<file path="config.mk">
export PLATFORM = sky130hd
export DESIGN_NAME = acbr_card_flat
export DESIGN_NICKNAME = d
export VERILOG_FILES = /design/src/pkg/acbr_pkg.sv /design/src/pkg/acbr_bus_if.sv /design/src/logic/acbr_card.sv /design/src/flat_wrapper.sv
export VERILOG_INCLUDE_DIRS = /design/src /design/src/pkg
export SDC_FILE = /design/constraint.sdc
export NUM_CORES = 1
export LEC_CHECK = 0
export CORE_UTILIZATION = 50
export CTS_CLUSTER_DIAMETER = 100
export DETAILED_ROUTE_END_ITERATION = 6
export DONT_BUFFER_PORTS = 1
export HOLD_SLACK_MARGIN = 0.1
export PLACE_DENSITY = 0.76
export REMOVE_ABC_BUFFERS = 1
export SLEW_MARGIN = 20
export SYNTH_ARGS = -nofsm -noshare
export SYNTH_HDL_FRONTEND = slang
export SYNTH_SLANG_ARGS = --single-unit
</file>
<file path="constraint.sdc">
create_clock -name clk -period 2 [get_ports clk]
set_input_delay 0.1 -clock clk [delete_from_list [all_inputs] [get_ports clk]]
set_output_delay 0.1 -clock clk [all_outputs]
set_load 0.01 [all_outputs]
</file>
<file path="src/pkg/acbr_cfg.svh">
// constants for the analogue channel bus responder and its bus master
// What this block does
// - twelve channels, select by address, ten-bit output
// - decode address to sixteen low selects, invert 0-11
// - successive approximation result within twenty microseconds
// - data drivers off when address twelve or above
// - addresses twelve to fifteen served by digital inputs
// - bus: ten data, four address, one command
// - connector command is inverse of card command
// - address plus command pulse starts acquisition, enables drivers
// - valid data within 2.78 ms of command
// - receivers unaddressed; all sixteen addresses are channels
// - master captures data 2.78 ms after every command
// - monitor captures only for its chosen address
// - calibration channels give octal 200, 372, 005
// - offset binary: most significant bit is sign
`ifndef ACBR_CFG_SVH
`define ACBR_CFG_SVH
`define ACBR_DATA_W        10
`define ACBR_ADDR_W        4
`define ACBR_NUM_ANALOG    12
`define ACBR_CLK_HZ        25000000
`define ACBR_CONV_MAX_US   20
`define ACBR_CONV_CYC      ((`ACBR_CONV_MAX_US * (`ACBR_CLK_HZ / 1000000)))
`define ACBR_CAPT_US       2780
`define ACBR_CAPT_CYC      ((`ACBR_CAPT_US * (`ACBR_CLK_HZ / 1000000)))
`define ACBR_CAL_ZERO      10'h080
`define ACBR_CAL_POS       10'h0fa
`define ACBR_CAL_NEG       10'h005
`define ACBR_CH_CAL_ZERO   4'h9
`define ACBR_CH_CAL_POS    4'ha
`define ACBR_CH_CAL_NEG    4'hb
`endif

</file>
<file path="src/pkg/acbr_pkg.sv">
// types shared by both ends of the acquisition bus
package acbr_pkg;
    typedef enum logic [1:0] {
        ACBR_IDLE,
        ACBR_CONV,
        ACBR_HOLD
    } acbr_conv_state_t;
    typedef enum logic [1:0] {
        ACBR_M_IDLE,
        ACBR_M_WAIT,
        ACBR_M_DONE
    } acbr_mst_state_t;
endpackage : acbr_pkg

</file>
<file path="src/pkg/acbr_bus_if.sv">
// shared acquisition bus between the recording master and the analogue card
interface acbr_bus_if;
    logic [9:0] data_o;            // card data drive value
    logic       data_oe;           // card drives data lines
    logic [9:0] data;              // resolved data lines seen by the master
    logic [3:0] channel_addr;      // channel address from master
    logic       conversion_command;      // command pulse to the card, active high
    logic       conversion_command_n;    // connector copy, inverted
    assign data = data_oe ? data_o : 10'h000;   // resolved level; undriven reads zero
    modport card (
        input  channel_addr,
        input  conversion_command,
        output data_o,
        output data_oe
    );
    modport master (
        input  data,
        output channel_addr,
        output conversion_command,
        output conversion_command_n
    );
endinterface : acbr_bus_if

</file>
<file path="src/logic/acbr_card.sv">
// analogue card end: address decode, sar conversion and tristate data drive
`include "acbr_cfg.svh"
module acbr_card #(
    parameter int DATA_W   = `ACBR_DATA_W,
    parameter int CONV_CYC = `ACBR_CONV_CYC
) (
    // clock and reset
    input  wire logic              clk,
    input  wire logic              srst,
    // bus side
    acbr_bus_if.card               bus,
    // converter comparator: high when sampled input is above trial code
    input  wire logic              comp_above,
    // analogue side
    output logic [11:0]            gate_en,
    output logic [DATA_W-1:0]      trial_code,
    output logic                   conv_busy
);
    acbr_pkg::acbr_conv_state_t state_q, state_d;
    logic [DATA_W-1:0] sar_q, sar_d;
    logic [DATA_W-1:0] bit_q, bit_d;
    logic [DATA_W-1:0] result_q, result_d;
    logic [3:0]        addr_q, addr_d;
    logic [15:0]       sel_n;
    logic              cmd_q;
    logic              cmd_rise;
    logic [15:0]       cyc_q, cyc_d;

    // command arrives from the same clock domain, so only an edge detect
    assign cmd_rise = bus.conversion_command & ~cmd_q;

    // one-of-sixteen active-low decode of the latched address
    always_comb begin
        sel_n = 16'hffff;
        sel_n[addr_q] = 1'b0;
    end
    // invert selects 0-11 into active-high gate enables
    assign gate_en = ~sel_n[11:0];

    // sar sequencer: one bit per cycle, msb first
    always_comb begin
        state_d  = state_q;
        sar_d    = sar_q;
        bit_d    = bit_q;
        result_d = result_q;
        addr_d   = addr_q;
        cyc_d    = cyc_q;
        case (state_q)
            acbr_pkg::ACBR_IDLE, acbr_pkg::ACBR_HOLD: begin
                if (cmd_rise) begin
                    addr_d  = bus.channel_addr;
                    bit_d   = {1'b1, {(DATA_W-1){1'b0}}};
                    sar_d   = {1'b1, {(DATA_W-1){1'b0}}};
                    cyc_d   = 16'h0000;
                    state_d = acbr_pkg::ACBR_CONV;
                end
            end
            acbr_pkg::ACBR_CONV: begin
                cyc_d = cyc_q + 16'h0001;
                // keep the trial bit only if the input is above it
                if (!comp_above) begin
                    sar_d = sar_q & ~bit_q;
                end
                bit_d = bit_q >> 1;
                // the cycle cap is a backstop so a stuck sequencer still ends inside the time bound
                if (bit_q[0] || (cyc_q == 16'(CONV_CYC - 1))) begin
                    result_d = comp_above ? sar_q : (sar_q & ~bit_q);   // word as found
                    state_d  = acbr_pkg::ACBR_HOLD;
                end else begin
                    sar_d = (comp_above ? sar_q : (sar_q & ~bit_q)) | (bit_q >> 1);
                end
            end
            default: begin
                state_d = acbr_pkg::ACBR_IDLE;
            end
        endcase
    end

    // state registers
    always_ff @(posedge clk) begin
        if (srst) begin
            state_q  <= acbr_pkg::ACBR_IDLE;
            sar_q    <= '0;
            bit_q    <= '0;
            result_q <= '0;
            addr_q   <= 4'hf;
            cyc_q    <= 16'h0000;
            cmd_q    <= 1'b0;
        end else begin
            state_q  <= state_d;
            sar_q    <= sar_d;
            bit_q    <= bit_d;
            result_q <= result_d;
            addr_q   <= addr_d;
            cyc_q    <= cyc_d;
            cmd_q    <= bus.conversion_command;
        end
    end

    assign trial_code = sar_q;
    assign conv_busy  = (state_q == acbr_pkg::ACBR_CONV);   // ten cycles, well under CONV_CYC
    assign bus.data_o = result_q;                            // held until next command
    // drivers off for addresses 12-15, left to the digital inputs
    assign bus.data_oe = (state_q == acbr_pkg::ACBR_HOLD) && !(addr_q[2] && addr_q[3]);
endmodule : acbr_card

</file>
<file path="src/flat_wrapper.sv">
// flat-port wrapper written by rule: the top's interface ports become plain ports
module acbr_card_flat 
#(
    parameter int DATA_W   = `ACBR_DATA_W,
    parameter int CONV_CYC = `ACBR_CONV_CYC
)
  (clk, srst, comp_above, gate_en, trial_code, conv_busy, bus_channel_addr, bus_conversion_command, bus_data_o, bus_data_oe);
  acbr_bus_if bus_i ();
  input  wire logic clk;
  input  wire logic srst;
  input  wire logic comp_above;
  output logic [11:0] gate_en;
  output logic [DATA_W-1:0] trial_code;
  output logic conv_busy;
  input wire logic [$bits(bus_i.channel_addr)-1:0] bus_channel_addr;
  input wire logic [$bits(bus_i.conversion_command)-1:0] bus_conversion_command;
  output wire logic [$bits(bus_i.data_o)-1:0] bus_data_o;
  output wire logic [$bits(bus_i.data_oe)-1:0] bus_data_oe;
  assign bus_i.channel_addr = bus_channel_addr;
  assign bus_i.conversion_command = bus_conversion_command;
  assign bus_data_o = bus_i.data_o;
  assign bus_data_oe = bus_i.data_oe;
  acbr_card #(.DATA_W(DATA_W), .CONV_CYC(CONV_CYC)) u_core (.clk(clk), .srst(srst), .bus(bus_i), .comp_above(comp_above), .gate_en(gate_en), .trial_code(trial_code), .conv_busy(conv_busy));
endmodule
</file>
==> results.sh <==
export IMPL_hold_violations=0
export IMPL_timing_fmax_ghz=0.529
export IMPL_hp_class="in -> reg"
export IMPL_ant_nets=0
export IMPL_cts_htree_levels=2
export IMPL_clock_sinks=53
export IMPL_drv_slew=0
export IMPL_vias=2323
export IMPL_drive_gt1_frac=0.0791
export IMPL_rr_endpoint="u_core.bus.data_o[8]$_SDFFE_PP0P_"
export IMPL_fin_nets=324
export IMPL_reg2reg_slack_ps=110
export IMPL_place_gp_congestion=0.934
export IMPL_clock_skew_ps=7.44
export IMPL_synthDistinctLibCells=39
export IMPL_ios=42
export IMPL_p_per_area_nw_per_um2=734
export IMPL_critPathMaxFanout=11
export IMPL_cp_start_kind="flop"
export IMPL_syn_to_final_growth_pct=10.1
export IMPL_ir_drop_mv=0.431
export IMPL_rr_worst_depth=5
export IMPL_io_buffers=0
export IMPL_fin_area_um2=2730
export IMPL_cts_setup_buffers=0
export IMPL_regArea_um2=1060
export IMPL_antenna_found_initial=0
export IMPL_syn_avg_cell_area_um2=7.90
export IMPL_slew_headroom=0.473
export IMPL_grt_pass1_wl_mm=10.1
export IMPL_fp_dieW_um=72.4
export IMPL_grt_usage=0.248
export IMPL_finalHoldWorstSlack_ps=240
export IMPL_grt_pass1_vias=2073
export IMPL_worstPathArrival_ps=2130
export IMPL_crit_path_start="u_core.cyc_q[10]$_SDFFE_PP0P_"
export IMPL_viasPerCell=6.07
export IMPL_outcome="finished, final reports clean"
export IMPL_cp_end_kind="flop"
export IMPL_setup_violations=0
export IMPL_multi_input_area_um2=1280
export IMPL_die_area_um2=5250
export IMPL_coreArea_um2=4750
export IMPL_initial_utilization=0.522
export IMPL_reg2reg_from="u_core.cyc_q[10]$_SDFFE_PP0P_"
export IMPL_report_power_total_uw=2000
export IMPL_required_ps=2240
export IMPL_n_fill_cell=439
export IMPL_drcViolationCount=0
export IMPL_wl_mm=6.05
export IMPL_fin_setup_tns_ps=0
export IMPL_rsz0062_at_grt="no"
export IMPL_layout_min_cycle_time_ps=1890
export IMPL_worstMarginPinSlew_ps=788
export IMPL_layoutNonFillerInstCount=383
export IMPL_cts_tree="built"
export IMPL_max_cap_violations=0
export IMPL_power_leakage_uw=0.000856
export IMPL_grt_ovfl_total=0
export IMPL_ys_ff_latch=53
export IMPL_drt_pass1_iter_count=4
export IMPL_ys_warn_count=0
export IMPL_drtIter0Drc=263
export IMPL_min_period_over_period=0.945
export IMPL_critical_path_class="reg -> reg"
export IMPL_cts_buffer_depth=2
export IMPL_diodes=0
export IMPL_cts_clk_slew_worst_paths_ps=100
export IMPL_synth_area_um2=2480
export IMPL_ys_seq_area_frac=0.428
export IMPL_dp_cells=367
export IMPL_cts_made_buffers=5
export IMPL_die_h_um=72.4
export IMPL_synth_cells=314
export IMPL_place_area_um2=2520
export IMPL_dp_hpwl_mm=3.84
export IMPL_rows=25
export IMPL_cts_root_buffer="clkbuf_8"
export IMPL_grt_max_degree=54
export IMPL_crit_end="u_core.bus.data_o[8]$_SDFFE_PP0P_"
export IMPL_clock_latency_ps=310
export IMPL_wl_per_cell_um=15.8
-- power breakdown --
part	switching (µW)	internal (µW)	leakage [µW]
Sequential	27.1	1070	0.000429
Combinational	123	52.1	0.000372
Clock	354	376	0.0000554
Total	504	1500	0.000856
-- routing by layer --
metal,up-vias,track usage,wire [µm]
met5,-,0,0
met4,0,0.0893,40
met3,6,0.0764,482
met2,98,0.391,2770
met1,1079,0.319,2750
li1,1140,-,-
-- worst min path at each step --
stage | startpoint | end | cells past startpoint
final | comp_above | u_core.trial_code[9]$_SDFFE_PP0P_ | 5
after global routing | bus_conversion_command | u_core.addr_q[1]$_SDFFE_PP1P_ | 4
after CTS | comp_above | u_core.trial_code[9]$_SDFFE_PP0P_ | 5
after detailed placement | srst | u_core.bus.data_o[5]$_SDFFE_PP0P_ | 1
after global placement | srst | u_core.bus.data_o[5]$_SDFFE_PP0P_ | 1
after floorplan | srst | u_core.bit_q[0]$_SDFFE_PP0P_ | 1
-- cells in the mapped netlist --
library cell,count,area (µm²)
nand4_1,2,12.5
o211ai_1,3,22.5
a311oi_1,3,26.3
o41ai_4,1,27.5
nor2b_1,1,6.26
nor3b_1,2,15.0
buf_1,2,7.51
a21oi_1,47,235
or3b_2,3,26.3
o311ai_0,1,8.76
nor2_1,17,63.8
mux2_2,1,11.3
or3_1,4,25.0
buf_4,1,7.51
buf_6,2,22.5
o2111ai_1,10,87.6
nor3_1,7,35.0
dfxtp_1,53,1060
or4_1,1,7.51
and4_1,2,17.5
o41a_2,1,12.5
clkbuf_1,16,60.1
nand2_1,39,146
o21ai_0,17,85.1
a31oi_1,2,12.5
or4_4,2,22.5
ha_1,1,12.5
and4b_1,1,10.0
inv_1,13,48.8
nand3b_1,5,37.5
or3_2,1,7.51
nor4_1,3,18.8
a21o_1,1,7.51
and3_1,3,18.8
buf_2,1,5.00
a41oi_1,2,17.5
nand4b_1,2,17.5
nand3_1,35,175
nand2b_1,6,37.5
-- metrics by stage --
stage	util	setup WS, ps
5_1_grt	0.574	10.7
3_3_place_gp	0.530	167
2_1_floorplan	-	-473
4_1_cts	0.573	92.5
3_5_place_dp	0.530	115
6_report	0.574	110
-- critical path: stages, from the launching register on --
cell	delay [ps]
dfxtp_1	360
or4_4	570
o41ai_4	320
buf_4	240
o2111ai_1	120
a21oi_1	210
-- flip-flops by register name, summed over array words and instances, names as in the netlist --
signal / flops
u_core.cyc_q: 16
u_core.bit_q: 10
u_core.bus.data_o: 10
u_core.trial_code: 10
u_core.addr_q: 4
u_core.state_q: 2
u_core.cmd_q: 1
-- final cells by class --
cell class / instances / share of cell area
Sequential cell: 53 / 0.388
Clock buffer: 6 / 0.0266
Clock inverter: 2 / 0.0142
Tap cell: 67 / 0.0307
Multi-Input combinational cell: 226 / 0.467
Timing Repair Buffer: 16 / 0.0550
Inverter: 13 / 0.0179
-- layout by cell type (no fill, tap or decap), types with 2 or more instances in the layout --
cell type,instances
a21oi_1,47
a311oi_1,3
a31oi_1,2
a41oi_1,2
and3_1,3
and4_1,2
buf_4,8
clkbuf_8,5
dfxtp_1,53
dlygate4sd3_1,7
inv_1,13
nand2_1,39
nand2b_1,6
nand3_1,35
nand3b_1,5
nand4_1,2
nand4b_1,2
nor2_1,17
nor3_1,7
nor3b_1,2
nor4_1,3
o2111ai_1,10
o211ai_1,3
o21ai_0,17
or3_1,4
or3b_2,3
or4_4,2
-- kinds of logic (layout without fill, tap and decap cells) --
| family | after synthesis | after routing | share of synthesized area |
|---|---|---|---|
| AND/OR/NAND/NOR | 136 | 136 | 0.283 |
| AO/OA/AOI/OAI | 88 | 88 | 0.219 |
| flip-flops | 53 | 53 | 0.428 |
| buffers and inverters | 35 | 37 | 0.0611 |
| adder cells (fa/ha/maj) | 1 | 1 | 0.00504 |
| multiplexers | 1 | 1 | 0.00454 |
-- what timing repair did --
item,4_1_cts,5_1_grt
endpoints found under the hold margin,53,0
setup endpoints to repair,0,3
hold buffers,8,0
resized for setup,0,1
(Power assumes the default switching activity.)
